### src/xmb_pkg.sv
// xmb_pkg: constants and carrier types for the external memory bus block
// assumes a single cpu_clock domain; register offsets are data-space addresses
`default_nettype none
package xmb_pkg;
   localparam logic [7:0] MCU_CONTROL_ADDR = 8'h55;
   localparam logic [7:0] EXT_MEM_CONTROL_A_ADDR = 8'h6d;
   localparam logic [7:0] EXT_MEM_CONTROL_B_ADDR = 8'h6c;
   localparam logic [7:0] REG_RESET = 8'h00;
   // mcu_control fields
   localparam int MCU_ENABLE_BIT = 7;
   localparam int MCU_UPPER_WAIT_LO_BIT = 6;
   localparam logic [7:0] MCU_WRITE_MASK = 8'hff;
   // ext_mem_control_a fields
   localparam int XA_SECTOR_LSB = 4;
   localparam int XA_LOWER_WAIT_LSB = 2;
   localparam int XA_UPPER_WAIT_HI_BIT = 1;
   localparam logic [7:0] XA_WRITE_MASK = 8'h7e;
   // ext_mem_control_b fields
   localparam int XB_HOLD_BIT = 7;
   localparam int XB_RELEASE_LSB = 0;
   localparam logic [7:0] XB_WRITE_MASK = 8'h87;
   // internal memory boundaries
   localparam logic [15:0] EXT_BASE_NORMAL = 16'h1100;
   localparam logic [15:0] EXT_BASE_LEGACY = 16'h1000;
   // wait settings
   localparam logic [1:0] WAIT_NONE = 2'h0;
   localparam logic [1:0] WAIT_ONE = 2'h1;
   localparam logic [1:0] WAIT_TWO = 2'h2;
   localparam logic [1:0] WAIT_TWO_IDLE = 2'h3;
   localparam logic [7:0] ALL_ONES_BYTE = 8'hff;

   typedef struct packed {
      logic valid;
      logic write;
      logic [15:0] addr;
      logic [7:0] wdata;
      logic next_is_ram;
   } xmb_req_t;

   typedef struct packed {
      logic [7:0] ad_out;
      logic [7:0] ad_oe;
      logic [7:0] hi_out;
      logic [7:0] hi_oe;
      logic latch_strobe;
      logic read_strobe_b;
      logic write_strobe_b;
      logic ctl_oe;
      logic bus_hold_enable;
   } xmb_pins_t;

   typedef enum logic [5:0] {
      ST_IDLE = 6'b000001,
      ST_ADDR = 6'b000010,
      ST_SETUP = 6'b000100,
      ST_STROBE = 6'b001000,
      ST_TRAIL = 6'b010000,
      ST_GAP = 6'b100000
   } xmb_state_t;
endpackage : xmb_pkg
`default_nettype wire

### src/xmb_ctrl.sv
// xmb_ctrl: external memory bus sequencer with its control registers
// assumes cpu requests held stable while busy; pins are merged with port
// logic here and resolved to the pad by the surrounding io ring
//
// Contract
// - four software-selected wait settings serve slower external memories
// - external space splits into two sectors with independent waits
// - upper sector uses upper wait bits, lower sector lower wait bits
// - trailing latch pulse only if next access is RAM, later per wait
// - strobes made from cpu clock; far side treats bus as asynchronous
// - addresses below 0x1100 never start an external access outside legacy mode (legacy: from 0x1000)
// - legacy mode: internal region 4096 bytes, external from 0x1000
// - enable bit gives address, data, latch and strobe pins to interface
// - enabled interface overrides port direction registers on its pins
// - clearing enable returns pins to normal port value and direction
// - legacy mode wait bit adds exactly one strobe cycle
// - second control register top bit reads zero; software writes zero
// - wait codes: none, one, two, or two plus an idle cycle
// - sector field sets boundary in 8 Kbyte steps; zero means one sector
// - mask field releases zero to seven high address pins from the top
// - bus keeper follows only its own enable bit
`default_nettype none
module xmb_ctrl
   import xmb_pkg::*;
(
   // clock and reset
   input wire logic clk_in,
   input wire logic rst_b_in,
   // strap
   input wire logic legacy_mode_in,
   // register access port
   input wire logic reg_wr_in,
   input wire logic reg_rd_in,
   input wire logic [7:0] reg_addr_in,
   input wire logic [7:0] reg_wdata_in,
   output logic [7:0] reg_rdata_out,
   // cpu data-space request
   input wire xmb_req_t req_in,
   output logic busy_out,
   output logic rdata_valid_out,
   output logic [7:0] rdata_out,
   // port registers behind the shared pins
   input wire logic [7:0] port_a_output_in,
   input wire logic [7:0] port_a_direction_in,
   input wire logic [7:0] port_c_output_in,
   input wire logic [7:0] port_c_direction_in,
   // pads
   input wire logic [7:0] muxed_addr_data_in,
   output xmb_pins_t pins_out
);
   logic [7:0] mcu_reg, mcu_next;
   logic [7:0] xa_reg, xa_next;
   logic [7:0] xb_reg, xb_next;
   logic [7:0] rdata_reg, rdata_next;
   logic [7:0] pin_sync1_reg, pin_sync2_reg, pin_sync3_reg;
   logic legacy_reg, legacy_next;
   logic strap_taken_reg;
   xmb_state_t state_reg, state_next;
   logic [1:0] cnt_reg, cnt_next;
   logic [1:0] wait_reg, wait_next;
   logic write_reg, write_next;
   logic trail_reg, trail_next;
   logic [15:0] addr_reg, addr_next;
   logic [7:0] wdata_reg, wdata_next;
   logic busy_reg, busy_next;
   logic rvalid_reg, rvalid_next;
   logic [7:0] dout_reg, dout_next;
   xmb_pins_t pins_reg, pins_next;

   logic enable;
   logic is_ext;
   logic upper;
   logic [1:0] sel_wait;
   logic [7:0] hi_keep;
   logic [15:0] sector_base;
   logic [1:0] strobe_len;

   assign enable = mcu_reg[MCU_ENABLE_BIT];
   // strobe cycles beyond the first, by wait code
   assign strobe_len = (wait_reg == WAIT_NONE) ? 2'h0 :
                       (wait_reg == WAIT_ONE) ? 2'h1 : 2'h2;

   // address decode and wait selection
   always_comb begin
      sector_base = {xa_reg[XA_SECTOR_LSB +: 3], 13'h0000};
      if (legacy_reg)
         is_ext = req_in.addr >= EXT_BASE_LEGACY;
      else
         is_ext = req_in.addr >= EXT_BASE_NORMAL;
      upper = (sector_base == 16'h0000) || (req_in.addr >= sector_base);
      if (legacy_reg)
         sel_wait = {1'b0, mcu_reg[MCU_UPPER_WAIT_LO_BIT]};
      else if (upper)
         sel_wait = {xa_reg[XA_UPPER_WAIT_HI_BIT],
                     mcu_reg[MCU_UPPER_WAIT_LO_BIT]};
      else
         sel_wait = xa_reg[XA_LOWER_WAIT_LSB +: 2];
   end

   // high address pins kept by the bus, released from the top
   generate
      for (genvar i = 0; i < 8; i++) begin : g_hi
         assign hi_keep[i] = legacy_reg ||
            (32'(i) < 32'(8 - int'(xb_reg[XB_RELEASE_LSB +: 3])));
      end
   endgenerate

   // register file
   always_comb begin
      mcu_next = mcu_reg;
      xa_next = xa_reg;
      xb_next = xb_reg;
      rdata_next = rdata_reg;
      // strap is caught once, in the first cycle after reset release
      legacy_next = strap_taken_reg ? legacy_reg : legacy_mode_in;
      if (reg_wr_in) begin
         case (reg_addr_in)
            MCU_CONTROL_ADDR: mcu_next = reg_wdata_in & MCU_WRITE_MASK;
            EXT_MEM_CONTROL_A_ADDR: begin
               if (!legacy_reg)
                  xa_next = reg_wdata_in & XA_WRITE_MASK;
            end
            EXT_MEM_CONTROL_B_ADDR: begin
               if (!legacy_reg)
                  xb_next = reg_wdata_in & XB_WRITE_MASK;
            end
            default: ;
         endcase
      end
      if (reg_rd_in) begin
         case (reg_addr_in)
            MCU_CONTROL_ADDR: rdata_next = mcu_reg;
            EXT_MEM_CONTROL_A_ADDR: rdata_next = xa_reg;
            EXT_MEM_CONTROL_B_ADDR: rdata_next = xb_reg;
            default: rdata_next = REG_RESET;
         endcase
      end
   end

   always_ff @(posedge clk_in) begin
      if (!rst_b_in) begin
         mcu_reg <= REG_RESET;
         xa_reg <= REG_RESET;
         xb_reg <= REG_RESET;
         rdata_reg <= REG_RESET;
         legacy_reg <= 1'b0;
      end else begin
         mcu_reg <= mcu_next;
         xa_reg <= xa_next;
         xb_reg <= xb_next;
         rdata_reg <= rdata_next;
         legacy_reg <= legacy_next;
      end
   end

   always_ff @(posedge clk_in) begin
      if (!rst_b_in)
         strap_taken_reg <= 1'b0;
      else
         strap_taken_reg <= 1'b1;
   end

   // read data pad sync: three flops, change counts when last two agree
   always_ff @(posedge clk_in) begin
      if (!rst_b_in) begin
         pin_sync1_reg <= REG_RESET;
         pin_sync2_reg <= REG_RESET;
         pin_sync3_reg <= REG_RESET;
      end else begin
         pin_sync1_reg <= muxed_addr_data_in;
         pin_sync2_reg <= pin_sync1_reg;
         pin_sync3_reg <= pin_sync2_reg;
      end
   end

   // access sequencer; all strobes derive from clk_in alone
   always_comb begin
      state_next = state_reg;
      cnt_next = cnt_reg;
      wait_next = wait_reg;
      write_next = write_reg;
      trail_next = trail_reg;
      addr_next = addr_reg;
      wdata_next = wdata_reg;
      busy_next = busy_reg;
      rvalid_next = 1'b0;
      dout_next = dout_reg;
      case (state_reg)
         ST_IDLE: begin
            if (req_in.valid && enable && is_ext) begin
               state_next = ST_ADDR;
               busy_next = 1'b1;
               wait_next = sel_wait;
               write_next = req_in.write;
               trail_next = req_in.next_is_ram;
               addr_next = req_in.addr;
               wdata_next = req_in.wdata;
            end
         end
         ST_ADDR: state_next = ST_SETUP;
         ST_SETUP: begin
            state_next = ST_STROBE;
            cnt_next = 2'h0;
         end
         ST_STROBE: begin
            if (cnt_reg == strobe_len) begin
               state_next = ST_TRAIL;
            end else begin
               cnt_next = cnt_reg + 2'h1;
            end
         end
         ST_TRAIL: begin
            // pad data lags three flops, so it is taken here; only the
            // longest strobe leaves it settled in the chain by now
            if (!write_reg) begin
               rvalid_next = 1'b1;
               if (pin_sync2_reg == pin_sync3_reg)
                  dout_next = pin_sync3_reg;
            end
            if (wait_reg == WAIT_TWO_IDLE) begin
               state_next = ST_GAP;
            end else begin
               state_next = ST_IDLE;
               busy_next = 1'b0;
            end
         end
         ST_GAP: begin
            state_next = ST_IDLE;
            busy_next = 1'b0;
         end
         default: state_next = ST_IDLE;
      endcase
   end

   // pin drive: interface overrides ports while enabled
   always_comb begin
      pins_next.bus_hold_enable = xb_reg[XB_HOLD_BIT];
      pins_next.ad_out = port_a_output_in;
      pins_next.ad_oe = port_a_direction_in;
      pins_next.hi_out = port_c_output_in;
      pins_next.hi_oe = port_c_direction_in;
      pins_next.latch_strobe = 1'b0;
      pins_next.read_strobe_b = 1'b1;
      pins_next.write_strobe_b = 1'b1;
      pins_next.ctl_oe = enable;
      if (enable) begin
         pins_next.ad_oe = ALL_ONES_BYTE;
         pins_next.ad_out = addr_reg[7:0];
         for (int k = 0; k < 8; k++) begin
            if (hi_keep[k]) begin
               pins_next.hi_out[k] = addr_reg[8 + k];
               pins_next.hi_oe[k] = 1'b1;
            end
         end
         case (state_next)
            ST_ADDR: pins_next.latch_strobe = 1'b1;
            ST_STROBE: begin
               if (write_next) begin
                  pins_next.ad_out = wdata_next;
                  pins_next.write_strobe_b = 1'b0;
               end else begin
                  pins_next.ad_oe = 8'h00;
                  pins_next.read_strobe_b = 1'b0;
               end
            end
            ST_SETUP: begin
               pins_next.ad_out = wdata_next;
               if (!write_next)
                  pins_next.ad_oe = 8'h00;
            end
            ST_TRAIL: pins_next.latch_strobe = trail_next;
            default: ;
         endcase
         if (state_next == ST_ADDR) begin
            pins_next.ad_out = addr_next[7:0];
            for (int k = 0; k < 8; k++)
               if (hi_keep[k])
                  pins_next.hi_out[k] = addr_next[8 + k];
         end
      end
   end

   always_ff @(posedge clk_in) begin
      if (!rst_b_in) begin
         state_reg <= ST_IDLE;
         cnt_reg <= 2'h0;
         wait_reg <= WAIT_NONE;
         write_reg <= 1'b0;
         trail_reg <= 1'b0;
         addr_reg <= 16'h0000;
         wdata_reg <= REG_RESET;
         busy_reg <= 1'b0;
         rvalid_reg <= 1'b0;
         dout_reg <= REG_RESET;
         pins_reg <= '{ad_out: 8'h00, ad_oe: 8'h00, hi_out: 8'h00,
                       hi_oe: 8'h00, latch_strobe: 1'b0,
                       read_strobe_b: 1'b1, write_strobe_b: 1'b1,
                       ctl_oe: 1'b0, bus_hold_enable: 1'b0};
      end else begin
         state_reg <= state_next;
         cnt_reg <= cnt_next;
         wait_reg <= wait_next;
         write_reg <= write_next;
         trail_reg <= trail_next;
         addr_reg <= addr_next;
         wdata_reg <= wdata_next;
         busy_reg <= busy_next;
         rvalid_reg <= rvalid_next;
         dout_reg <= dout_next;
         pins_reg <= pins_next;
      end
   end

   assign reg_rdata_out = rdata_reg;
   assign busy_out = busy_reg;
   assign rdata_valid_out = rvalid_reg;
   assign rdata_out = dout_reg;
   assign pins_out = pins_reg;
endmodule // xmb_ctrl
`default_nettype wire

### config.mk
export PLATFORM = sky130hd
export DESIGN_NAME = xmb_ctrl
export DESIGN_NICKNAME = d
export VERILOG_FILES = /design/src/xmb_pkg.sv /design/src/xmb_ctrl.sv
export SDC_FILE = /design/constraint.sdc
export NUM_CORES = 1
export LEC_CHECK = 0
export BUFFER_PORTS_ARGS = -buffer_cell sky130_fd_sc_hd__buf_2
export CAP_MARGIN = 20
export CORE_AREA = 2 2 119 121
export CTS_CLUSTER_SIZE = 10
export DETAILED_ROUTE_END_ITERATION = 12
export DIE_AREA = 0 0 121 123
export PLACE_DENSITY = 0.69
export SYNTH_ARGS = -nofsm -noshare
export SYNTH_HDL_FRONTEND = slang
export SYNTH_SLANG_ARGS = --single-unit
### constraint.sdc
create_clock -name clk_in -period 5.3 [get_ports clk_in]
set_input_delay 0.265 -clock clk_in [delete_from_list [all_inputs] [get_ports clk_in]]
set_output_delay 0.265 -clock clk_in [all_outputs]
set_load 0.02 [all_outputs]
# Word level (Yosys, flattened, before mapping)
# Index checks and enable logic that the tools add are counted.
[totals]
reg_bits = 135
latchBits = 0
ramBits = 0
mem_bits_ro = 0
input_bits = 88
out_inout_bits = 55
elab_cells = 147
memories = 0
[op_classes]
addsub = 2
n_mul = 0
n_div = 0
order_cmp = 11
n_eq_ne = 20
shifts = 0
mux = 59
n_bitwise = 2
n_reduce_logical = 25
[op_table]
columns = ["op", "n"]
rows = [
  ["$mux W8", 6],
  ["$mux W1", 35],
  ["$mux W35", 1],
  ["$ge A16 B13 Y1 const B", 2],
  ["$mux W16", 2],
  ["$pmux W16 S2", 1],
  ["$pmux W6 S5", 1],
  ["$eq A8 B7 Y1 const B", 3],
  ["$pmux W8 S3", 1],
  ["$lt A4 B5 Y1 const A", 4],
  ["$mux W6", 3],
  ["$ge A16 B16 Y1", 1],
  ["$reduce_and A3 Y1", 5],
  ["$eq A6 B2 Y1 const B", 2],
  ["$eq A6 B3 Y1 const B", 2],
  ["$eq A6 B4 Y1 const B", 2],
  ["$eq A6 B5 Y1 const B", 2],
  ["$mux W2", 6],
  ["$lt A3 B5 Y1 const A", 2],
  ["$reduce_and A2 Y1", 5],
  ["$logic_or A1 B1 Y1", 9],
  ["$eq A8 B8 Y1", 1],
  ["$eq A6 B1 Y1 const B", 1],
  ["$eq A6 B6 Y1 const B", 1],
  ["other kinds (17)", 21],
]

# Depth between registers and ports, before layout
# Gate-level depths: netlist of the first run.
[depth]
ltp_word = 10
mapped_depth = 9
ltp_nobuf = 8

# Least setup slack after synthesis of the first run
# OpenSTA, ideal clock, no wires.
[synth_path]
path_type = "register to register"
from = "register state_reg[2]"
to = "register dout_reg[6] (netlist: rdata_out[6])"
setup_time_ns = 0.128
t_arrival_ns = 1.676
required_time_ns = 5.172
path_slack_ns = 3.496
stages_incl_launch_ff = 7
period_less_slack_ns = 1.804
path_cell_list = "dfxtp_1 > or2_4 > or3_1 > nor3b_2 > nand4_4 > mux2i_1 > nor2_1"
[synth_between]
elab_chain_len = 2
[synth_rtl]
columns = ["element", "line_no", "text"]
rows = [
  ["start, declared", "xmb_ctrl.sv:58", "xmb_state_t state_reg, state_next;"],
  ["start signal, assigned", "xmb_ctrl.sv:300", "state_reg <= state_next;"],
  ["$eq A6 B5 Y1", "xmb_ctrl.sv:188", "case (state_reg)"],
  ["$reduce_and A3 Y1 (no line)", "n/a", ""],
  ["end signal, assigned", "xmb_ctrl.sv:309", "dout_reg <= dout_next;"],
  ["end, declared", "xmb_ctrl.sv:67", "logic [7:0] dout_reg, dout_next;"],
]
# Every way passes these cells.
# A chain may end at the register's enable or synchronous reset.

# Worst setup path in the final report of the first run
[layout_path]
from = "register state_reg[2]"
to = "register pins_reg, in the netlist pins_out[16]"
[layout_between]
elab_chain_len = 5
[layout_rtl]
columns = ["element", "line_no", "text"]
rows = [
  ["$eq A6 B5 Y1 (tied with other cells)", "xmb_ctrl.sv:188", ""],
  ["$pmux W6 S5 or $mux W16 (tied branches)", "xmb_ctrl.sv:188", ""],
  ["$eq A6 B2 Y1 or $mux W1 (tied branches)", "xmb_ctrl.sv:274, xmb_ctrl.sv:277", ""],
  ["$mux W8 *", "xmb_ctrl.sv:274", "if (state_next == ST_ADDR) begin"],
  ["$mux W35 *", "xmb_ctrl.sv:246", "if (enable) begin"],
  ["end signal, assigned", "xmb_ctrl.sv:295", "pins_reg <= '{ad_out: 8'h00, ad_oe: 8'h00, hi_out: 8'h00,"],
  ["end signal, assigned", "xmb_ctrl.sv:310", "pins_reg <= pins_next;"],
  ["end, declared", "xmb_ctrl.sv:68", "xmb_pins_t pins_reg, pins_next;"],
]
# Every way passes the cells marked *; elsewhere a longest branch is shown, timed or not.

==> flow_metrics.py, run 1 <==
metrics = {
    "run_status": {
        "status": "completed",
    },
    "detailed_routing": {
        "vias_per_cell": 4.97,
        "firstDrtPassIters": 4,
        "dr_wl_met2_um": 6440,
        "wl_met3_um": 866,
        "num_vias": 4640,
        "drc": 0,
        "wl_um": 13200,
        "highest_layer": "met4",
        "drt_iter0_drc": 247,
        "ant_nets": 0,
        "wl_per_cell_um": 14.2,
        "wl_met1_um": 5730,
    },
    "finish": {
        "mostFrequentLayoutCells": "buf_2, dfxtp_1, nand2_1",
        "layout_commonest_cell": "buf_2",
        "largest_reg_flops": 37,
        "nNetsFinal": 834,
        "fin_util": 0.492,
        "antenna_cells": 0,
        "design_area_sq_mm": 0.00670,
        "layout-drive-gt1-share": 0.255,
        "syn2layout_area_growth_pct": 25.5,
    },
    "timing": {
        "hold_viol": 0,
        "fin_tns_setup_ns": 0,
        "whs_ns": 0.0607,
        "worst_slew_pin_slew_ns": 0.822,
        "slew_headroom": 0.447,
        "fmax_mhz": 455,
        "setup_ws_ns": 3.10,
        "period_needed_ns": 2.20,
        "fin_crit_sh": 0.415,
        "rsz0062_at_grt": "no",
        "setup_viol": 0,
        "slew_viol_final": 0,
        "fin_worst_skew_ns": 0.0106,
    },
    "clock_network": {
        "clockRootBuffer": "clkbuf_16",
        "htreeDepth": 4,
        "holdBufCountCts": 0,
        "cts_setup_buffers": 0,
        "clk-insertion-delay-late_ns": 0.42,
        "cts_tree": "built",
        "cts_sinks": 135,
        "clockBufferDepth": 2,
        "clkTransAtPathRegs_ns": 0.06,
        "cts-resized-gates": 0,
        "cts_buffers": 17,
    },
    "power": {
        "p_comb_frac": 0.058,
        "p_leak_nw": 2.98,
        "seqPwrFrac": 0.475,
        "swShare": 0.232,
        "worst_ir_drop_vdd_mv": 0.215,
        "clockPowerShare": 0.467,
        "p_int_mw": 1.69,
        "powerDensity_mw_per_mm2": 329,
        "netSwitchingPower_mw": 0.513,
    },
    "floorplan": {
        "fp.coreArea_sq_mm": 0.0136,
        "io_pins": 143,
        "num_rows": 43,
        "die_w_um": 121,
        "dieArea_sq_mm": 0.0149,
        "die_h_um": 123,
        "start_util": 0.392,
    },
    "global_route": {
        "grt_max_degree": 46,
        "antenna_found_initial": 0,
        "grtUsageTotal": 0.181,
        "grt_pass1_vias": 4395,
        "grt_pass1_wl_um": 21000,
        "grt_overflow": 0,
    },
    "setup_path": {
        "critPathArrivalTime_ns": 2.51,
        "worstSetupStartpoint": "state_reg[2]",
        "path_max_fanout": 29,
        "endpoint_kind": "flop",
        "critPathRequiredTime_ns": 5.61,
        "criticalPathCategory": "flop to flop",
        "ff2ff_path_depth": 7,
        "cp-endpoint": "pins_out[16]",
        "cp-start-kind": "flop",
        "reg2reg_from": "state_reg[2]",
        "rr_endpoint": "pins_out[16]",
        "r2r_slack_ns": 3.10,
    },
    "logic_synthesis": {
        "synthArstFlopShare": 0,
        "synth_cell_type_count": 52,
        "syn_area_sq_mm": 0.00534,
        "syn_area_per_cell_sq_um": 8.80,
        "synth_seq_area_share": 0.506,
        "syn-num-nets": 700,
        "ys_ff_latch": 135,
        "synthFlopType": "dfxtp_1",
        "synth-edff-count": 0,
        "synth_warnings": 0,
        "syn_inst": 607,
    },
    "placement": {
        "place_congestion": 0.850,
        "dp_hpwl_um": 9410,
        "numPortBuffers": 142,
        "dp_worst_setup_slack_ns": 2.89,
        "place_area_sq_mm": 0.00618,
    },
    "worst_hold_path": {
        "hp-class": "primary input to flop",
    },
    "run": {
        "maxCapViolCount": 0,
    },
}
[how the worst min path moves through the flow]
stage	cells past startpoint	to	slack, ns	start
3_3_place_gp	1	pin_sync2_reg[0]	0.41	pin_sync1_reg[0]
4_1_cts	2	pin_sync1_reg[4]	0.04	muxed_addr_data_in[4]
2_1_floorplan	0	strap_taken_reg	0.29	rst_b_in
5_1_grt	2	pin_sync1_reg[2]	0.04	muxed_addr_data_in[2]
6_report	2	pin_sync1_reg[6]	0.06	muxed_addr_data_in[6]
3_5_place_dp	1	pin_sync2_reg[2]	0.42	pin_sync1_reg[2]
[metal layers]
metal | global-route usage | up-vias
met4 | 0.0683 | 0
met2 | 0.307 | 161
met5 | 0 | -
met1 | 0.221 | 2128
met3 | 0.0452 | 14
li1 | - | 2337
[Yosys cell counts, drive strengths merged (7+ instances only)]
cell | number | area (sq um)
o21ai | 18 | 90.1
dfxtp | 135 | 2700
nand2b | 7 | 43.8
nand2 | 89 | 334
nor3 | 10 | 50.1
clkbuf | 22 | 82.6
buf | 10 | 50.1
inv | 18 | 67.6
nor4 | 10 | 90.1
xor2 | 9 | 78.8
mux2i | 26 | 260
and2 | 27 | 169
nor2 | 68 | 255
nand3 | 17 | 85.1
a21oi | 67 | 335
[layout make-up]
class / count / area [sq um]
Timing Repair Buffer: 147 / 748
Fill cell: 1306 / 6910
Multi-Input combinational cell: 422 / 2440
Inverter: 18 / 67.6
Sequential cell: 135 / 2700
Clock inverter: 13 / 83.8
Tap cell: 180 / 225
Clock buffer: 18 / 439
[stage by stage]
step,std cells,total power [mW]
floorplan,607,1.13
global placement,902,1.20
detailed placement,902,1.20
CTS,933,2.23
global route,933,2.29
finish,933,2.21
[worst max-delay path, cell delays in order (launching register included)]
cell,delay [ns]
dfxtp_1,0.38
or2_4,0.30
nor4_4,0.26
nand3_1,0.40
buf_4,0.38
nand3_1,0.11
a21boi_0,0.09
o21a_1,0.18
[kinds of logic after synthesis]
group	share of synthesized area
mux	0.0487
buf+inv	0.0375
fa+ha+maj	0.0117
xor+xnor	0.0180
simple gates	0.221
flops	0.506
compound gates	0.156
[power by group through the flow]
stage                     registers [mW]  clock network (mW)  logic [mW]
after CTS                           1.05                1.05       0.130
after detailed placement            1.07                   0       0.130
after global placement              1.07                   0       0.129
final                               1.05                1.03       0.129
after floorplan                     1.09                   0      0.0471
after global routing                1.05                1.10       0.142
No activity file was read; power rests on OpenSTA's default activity.
==> run 2: changes to the inputs <==
Settings changed: ABC_AREA from default to 1, CORE_AREA 2 2 119 121 to 2 2 123 125, DIE_AREA 0 0 121 123 to 0 0 125 127, PLACE_DENSITY 0.69 to 0.7.
Clock period 5.3 ns to 2 ns, I/O delays scaled along.
==> run 2 against run 1 <==
Compared with the run above: clock power rose to 3.2 times the previous value; cell count increased by 27%; synthesized area grew 6.6%; hold slack worse by 0.029 ns; sequential power increased to 2.6 times the previous value; critical path depth rose by 3; fmax increased by 20%; global-route usage increased by 1.6 points; first-iteration DRC count is 28% higher; via count increased by 20%; critical path type unchanged; largest cell class unchanged.
==> flow_metrics.py, run 2 <==
metrics = {
    "run_status": {
        "status": "completed",
    },
    "logic_synthesis": {
        "synth_warnings": 0,
        "yosysMostFrequentCell": "nand2_1",
        "syn-num-nets": 870,
        "synth_largest_area_cell": "dfxtp_1",
        "syn_area_per_cell_sq_um": 7.32,
        "ys_ff_latch": 135,
        "synth-edff-count": 0,
        "synth_common_cells": "nand2_1, dfxtp_1, inv_1",
        "synth_top_area_frac": 0.475,
        "syn_area_sq_mm": 0.00569,
        "synthFlopType": "dfxtp_1",
        "synth_cell_type_count": 41,
        "netlist_top_cells_area": "dfxtp_1, nand2_1, a21oi_1",
        "synth_seq_area_share": 0.475,
        "syn_inst": 777,
        "synthArstFlopShare": 0,
    },
    "setup_path": {
        "path_max_fanout": 10,
        "worstSetupStartpoint": "wait_reg[1]",
        "endpoint_kind": "flop",
        "cp_slowest_cell": "nor2_2",
        "critPathTopFamily": "simple AND/OR/NAND/NOR gates",
        "ff2ff_path_depth": 10,
        "critPathArrivalTime_ns": 2.18,
        "cp-start-kind": "flop",
        "r2r_slack_ns": 0.17,
        "path_buf_inv": 1,
        "criticalPathCategory": "flop to flop",
        "reg2reg_from": "wait_reg[1]",
        "rr_endpoint": "pins_out[36]",
        "crit_chain": "inv_1 -> nand3_1 -> nand3_1 -> nand2_1 -> nand2_1 -> nor2_2 -> nand2_1 -> nand3_1 -> nand2_1 -> a21oi_1",
        "cpPeakStageDelay_ns": 0.45,
        "critPathRequiredTime_ns": 2.35,
        "timing.critical_path.mode_cell": "nand2_1",
    },
    "timing": {
        "period_needed_ns": 1.83,
        "whs_ns": 0.0317,
        "worst_slew_pin_slew_ns": 0.570,
        "slew_viol_final": 0,
        "fin_tns_setup_ns": 0,
        "slew_headroom": 0.620,
        "setup_viol": 0,
        "fin_worst_skew_ns": 0.00524,
        "rsz0062_at_grt": "no",
        "hold_viol": 0,
        "fin_crit_sh": 0.913,
        "fmax_mhz": 548,
    },
    "global_route": {
        "grt_pass1_wl_um": 25100,
        "grt_overflow": 0,
        "grtUsageTotal": 0.197,
        "grt_max_degree": 57,
        "antenna_found_initial": 2,
        "grt_pass1_vias": 5332,
    },
    "worst_hold_path": {
        "hp-class": "primary input to flop",
        "hp-start": "port_a_output_in[7]",
        "whs_path_depth": 3,
        "hold_end": "pins_out[36]",
    },
    "detailed_routing": {
        "ant_nets": 0,
        "wl_um": 15400,
        "drt_iter0_drc": 315,
        "wl_per_cell_um": 13.0,
        "drc": 0,
        "firstDrtPassIters": 4,
        "num_vias": 5573,
        "vias_per_cell": 4.70,
    },
    "clock_network": {
        "htreeDepth": 4,
        "cts_tree": "built",
        "cts_sinks": 135,
        "clkTransAtPathRegs_ns": 0.06,
        "clk-insertion-delay-late_ns": 0.42,
        "clockBufferDepth": 2,
        "cts_buffers": 17,
        "clockRootBuffer": "clkbuf_16",
    },
    "floorplan": {
        "fp.coreArea_sq_mm": 0.0144,
        "die_w_um": 125,
        "io_pins": 143,
        "num_rows": 44,
        "start_util": 0.395,
        "die_h_um": 127,
        "dieArea_sq_mm": 0.0159,
    },
    "placement": {
        "dp_hpwl_um": 10400,
        "numPortBuffers": 142,
        "place_congestion": 0.855,
    },
    "power": {
        "p_leak_nw": 3.74,
        "powerDensity_mw_per_mm2": 828,
        "worst_ir_drop_vdd_mv": 0.577,
        "finalPower_mw": 6.57,
    },
    "finish": {
        "layout_commonest_cell": "nand2_1",
        "nNetsFinal": 1080,
        "syn2layout_area_growth_pct": 39.4,
        "mostFrequentLayoutCells": "nand2_1, buf_2, dfxtp_1",
        "layout-drive-gt1-share": 0.214,
        "fillCellCount": 1330,
        "largest_reg_flops": 37,
    },
    "run": {
        "maxCapViolCount": 0,
    },
}
[run 2: cell families (layout without fill, tap and decap cells)]
kind of cell	Yosys count	count (layout)	share of synthesized area
compound gates	159	159	0.155
xor+xnor	6	6	0.00924
fa+ha+maj	5	5	0.0110
buf+inv	143	366	0.105
flops	135	135	0.475
other cells	0	2	0
simple gates	329	329	0.245
[run 2: final cells by class]
cell class              instances  area, sq um  share of cell area
diodes                          2         5.00            0.000631
clock buffers                  18          439              0.0554
clock inverters                14          198              0.0249
inverters                     109          422              0.0532
multi-input cells             499         2420               0.305
flip-flops and latches        135         2700               0.341
well taps                     184          230              0.0290
repair buffers                225         1520               0.192
[run 2: through the flow]
| step | utilization | cells | cell area (sq um) | worst slack [ns] |
|---|---|---|---|---|
| 2_1_floorplan | - | 777 | 5690 | 0.326 |
| 3_3_place_gp | 0.459 | 1088 | 6620 | 0.168 |
| 3_5_place_dp | 0.459 | 1088 | 6620 | 0.114 |
| 4_1_cts | 0.547 | 1184 | 7890 | 0.0712 |
| 5_1_grt | 0.550 | 1185 | 7930 | 0.00141 |
| 6_report | 0.550 | 1186 | 7930 | 0.174 |
[run 2: worst max path at each step]
stage / endpoint / slack, ns / depth (start not counted)
CTS: pins_out[36] / 0.07 / 12
floorplan: pins_out[21] / 0.33 / 6
global route: pins_out[36] / 0.001 / 10
detailed placement: pins_out[27] / 0.11 / 8
finish: pins_out[36] / 0.17 / 10
global placement: pins_out[21] / 0.17 / 8
[run 2: per-layer routing]
| metal | track usage | up-vias | wire length [um] |
|---|---|---|---|
| met5 | 0 | - | 0 |
| li1 | - | 2906 | - |
| met4 | 0.0791 | 0 | 288 |
| met1 | 0.246 | 2469 | 6950 |
| met3 | 0.0469 | 26 | 896 |
| met2 | 0.330 | 172 | 7240 |
[run 2: power by group]
| part | internal (mW) | switching, mW | total (mW) | leakage, nW |
|---|---|---|---|---|
| Combinational | 0.225 | 0.230 | 0.455 | 2.33 |
| Sequential | 2.75 | 0.0211 | 2.77 | 1.10 |
| Clock | 2.13 | 1.21 | 3.34 | 0.307 |
[run 2: repair_timing]
action	in CTS	in global routing
hold buffers	64	0
endpoints found under the hold margin	73	0
gates resized for setup	0	8
buffers inserted	0	0
setup endpoints to repair	0	28
[run 2: worst reg2reg max path: cells and delay by family, from the launching register on]
family | cells | cell delay, ns
AND/OR/NAND/NOR | 8 | 1.11
buffers and inverters | 1 | 0.08
AO/OA/AOI/OAI | 1 | 0.14
flip-flops | 1 | 0.42
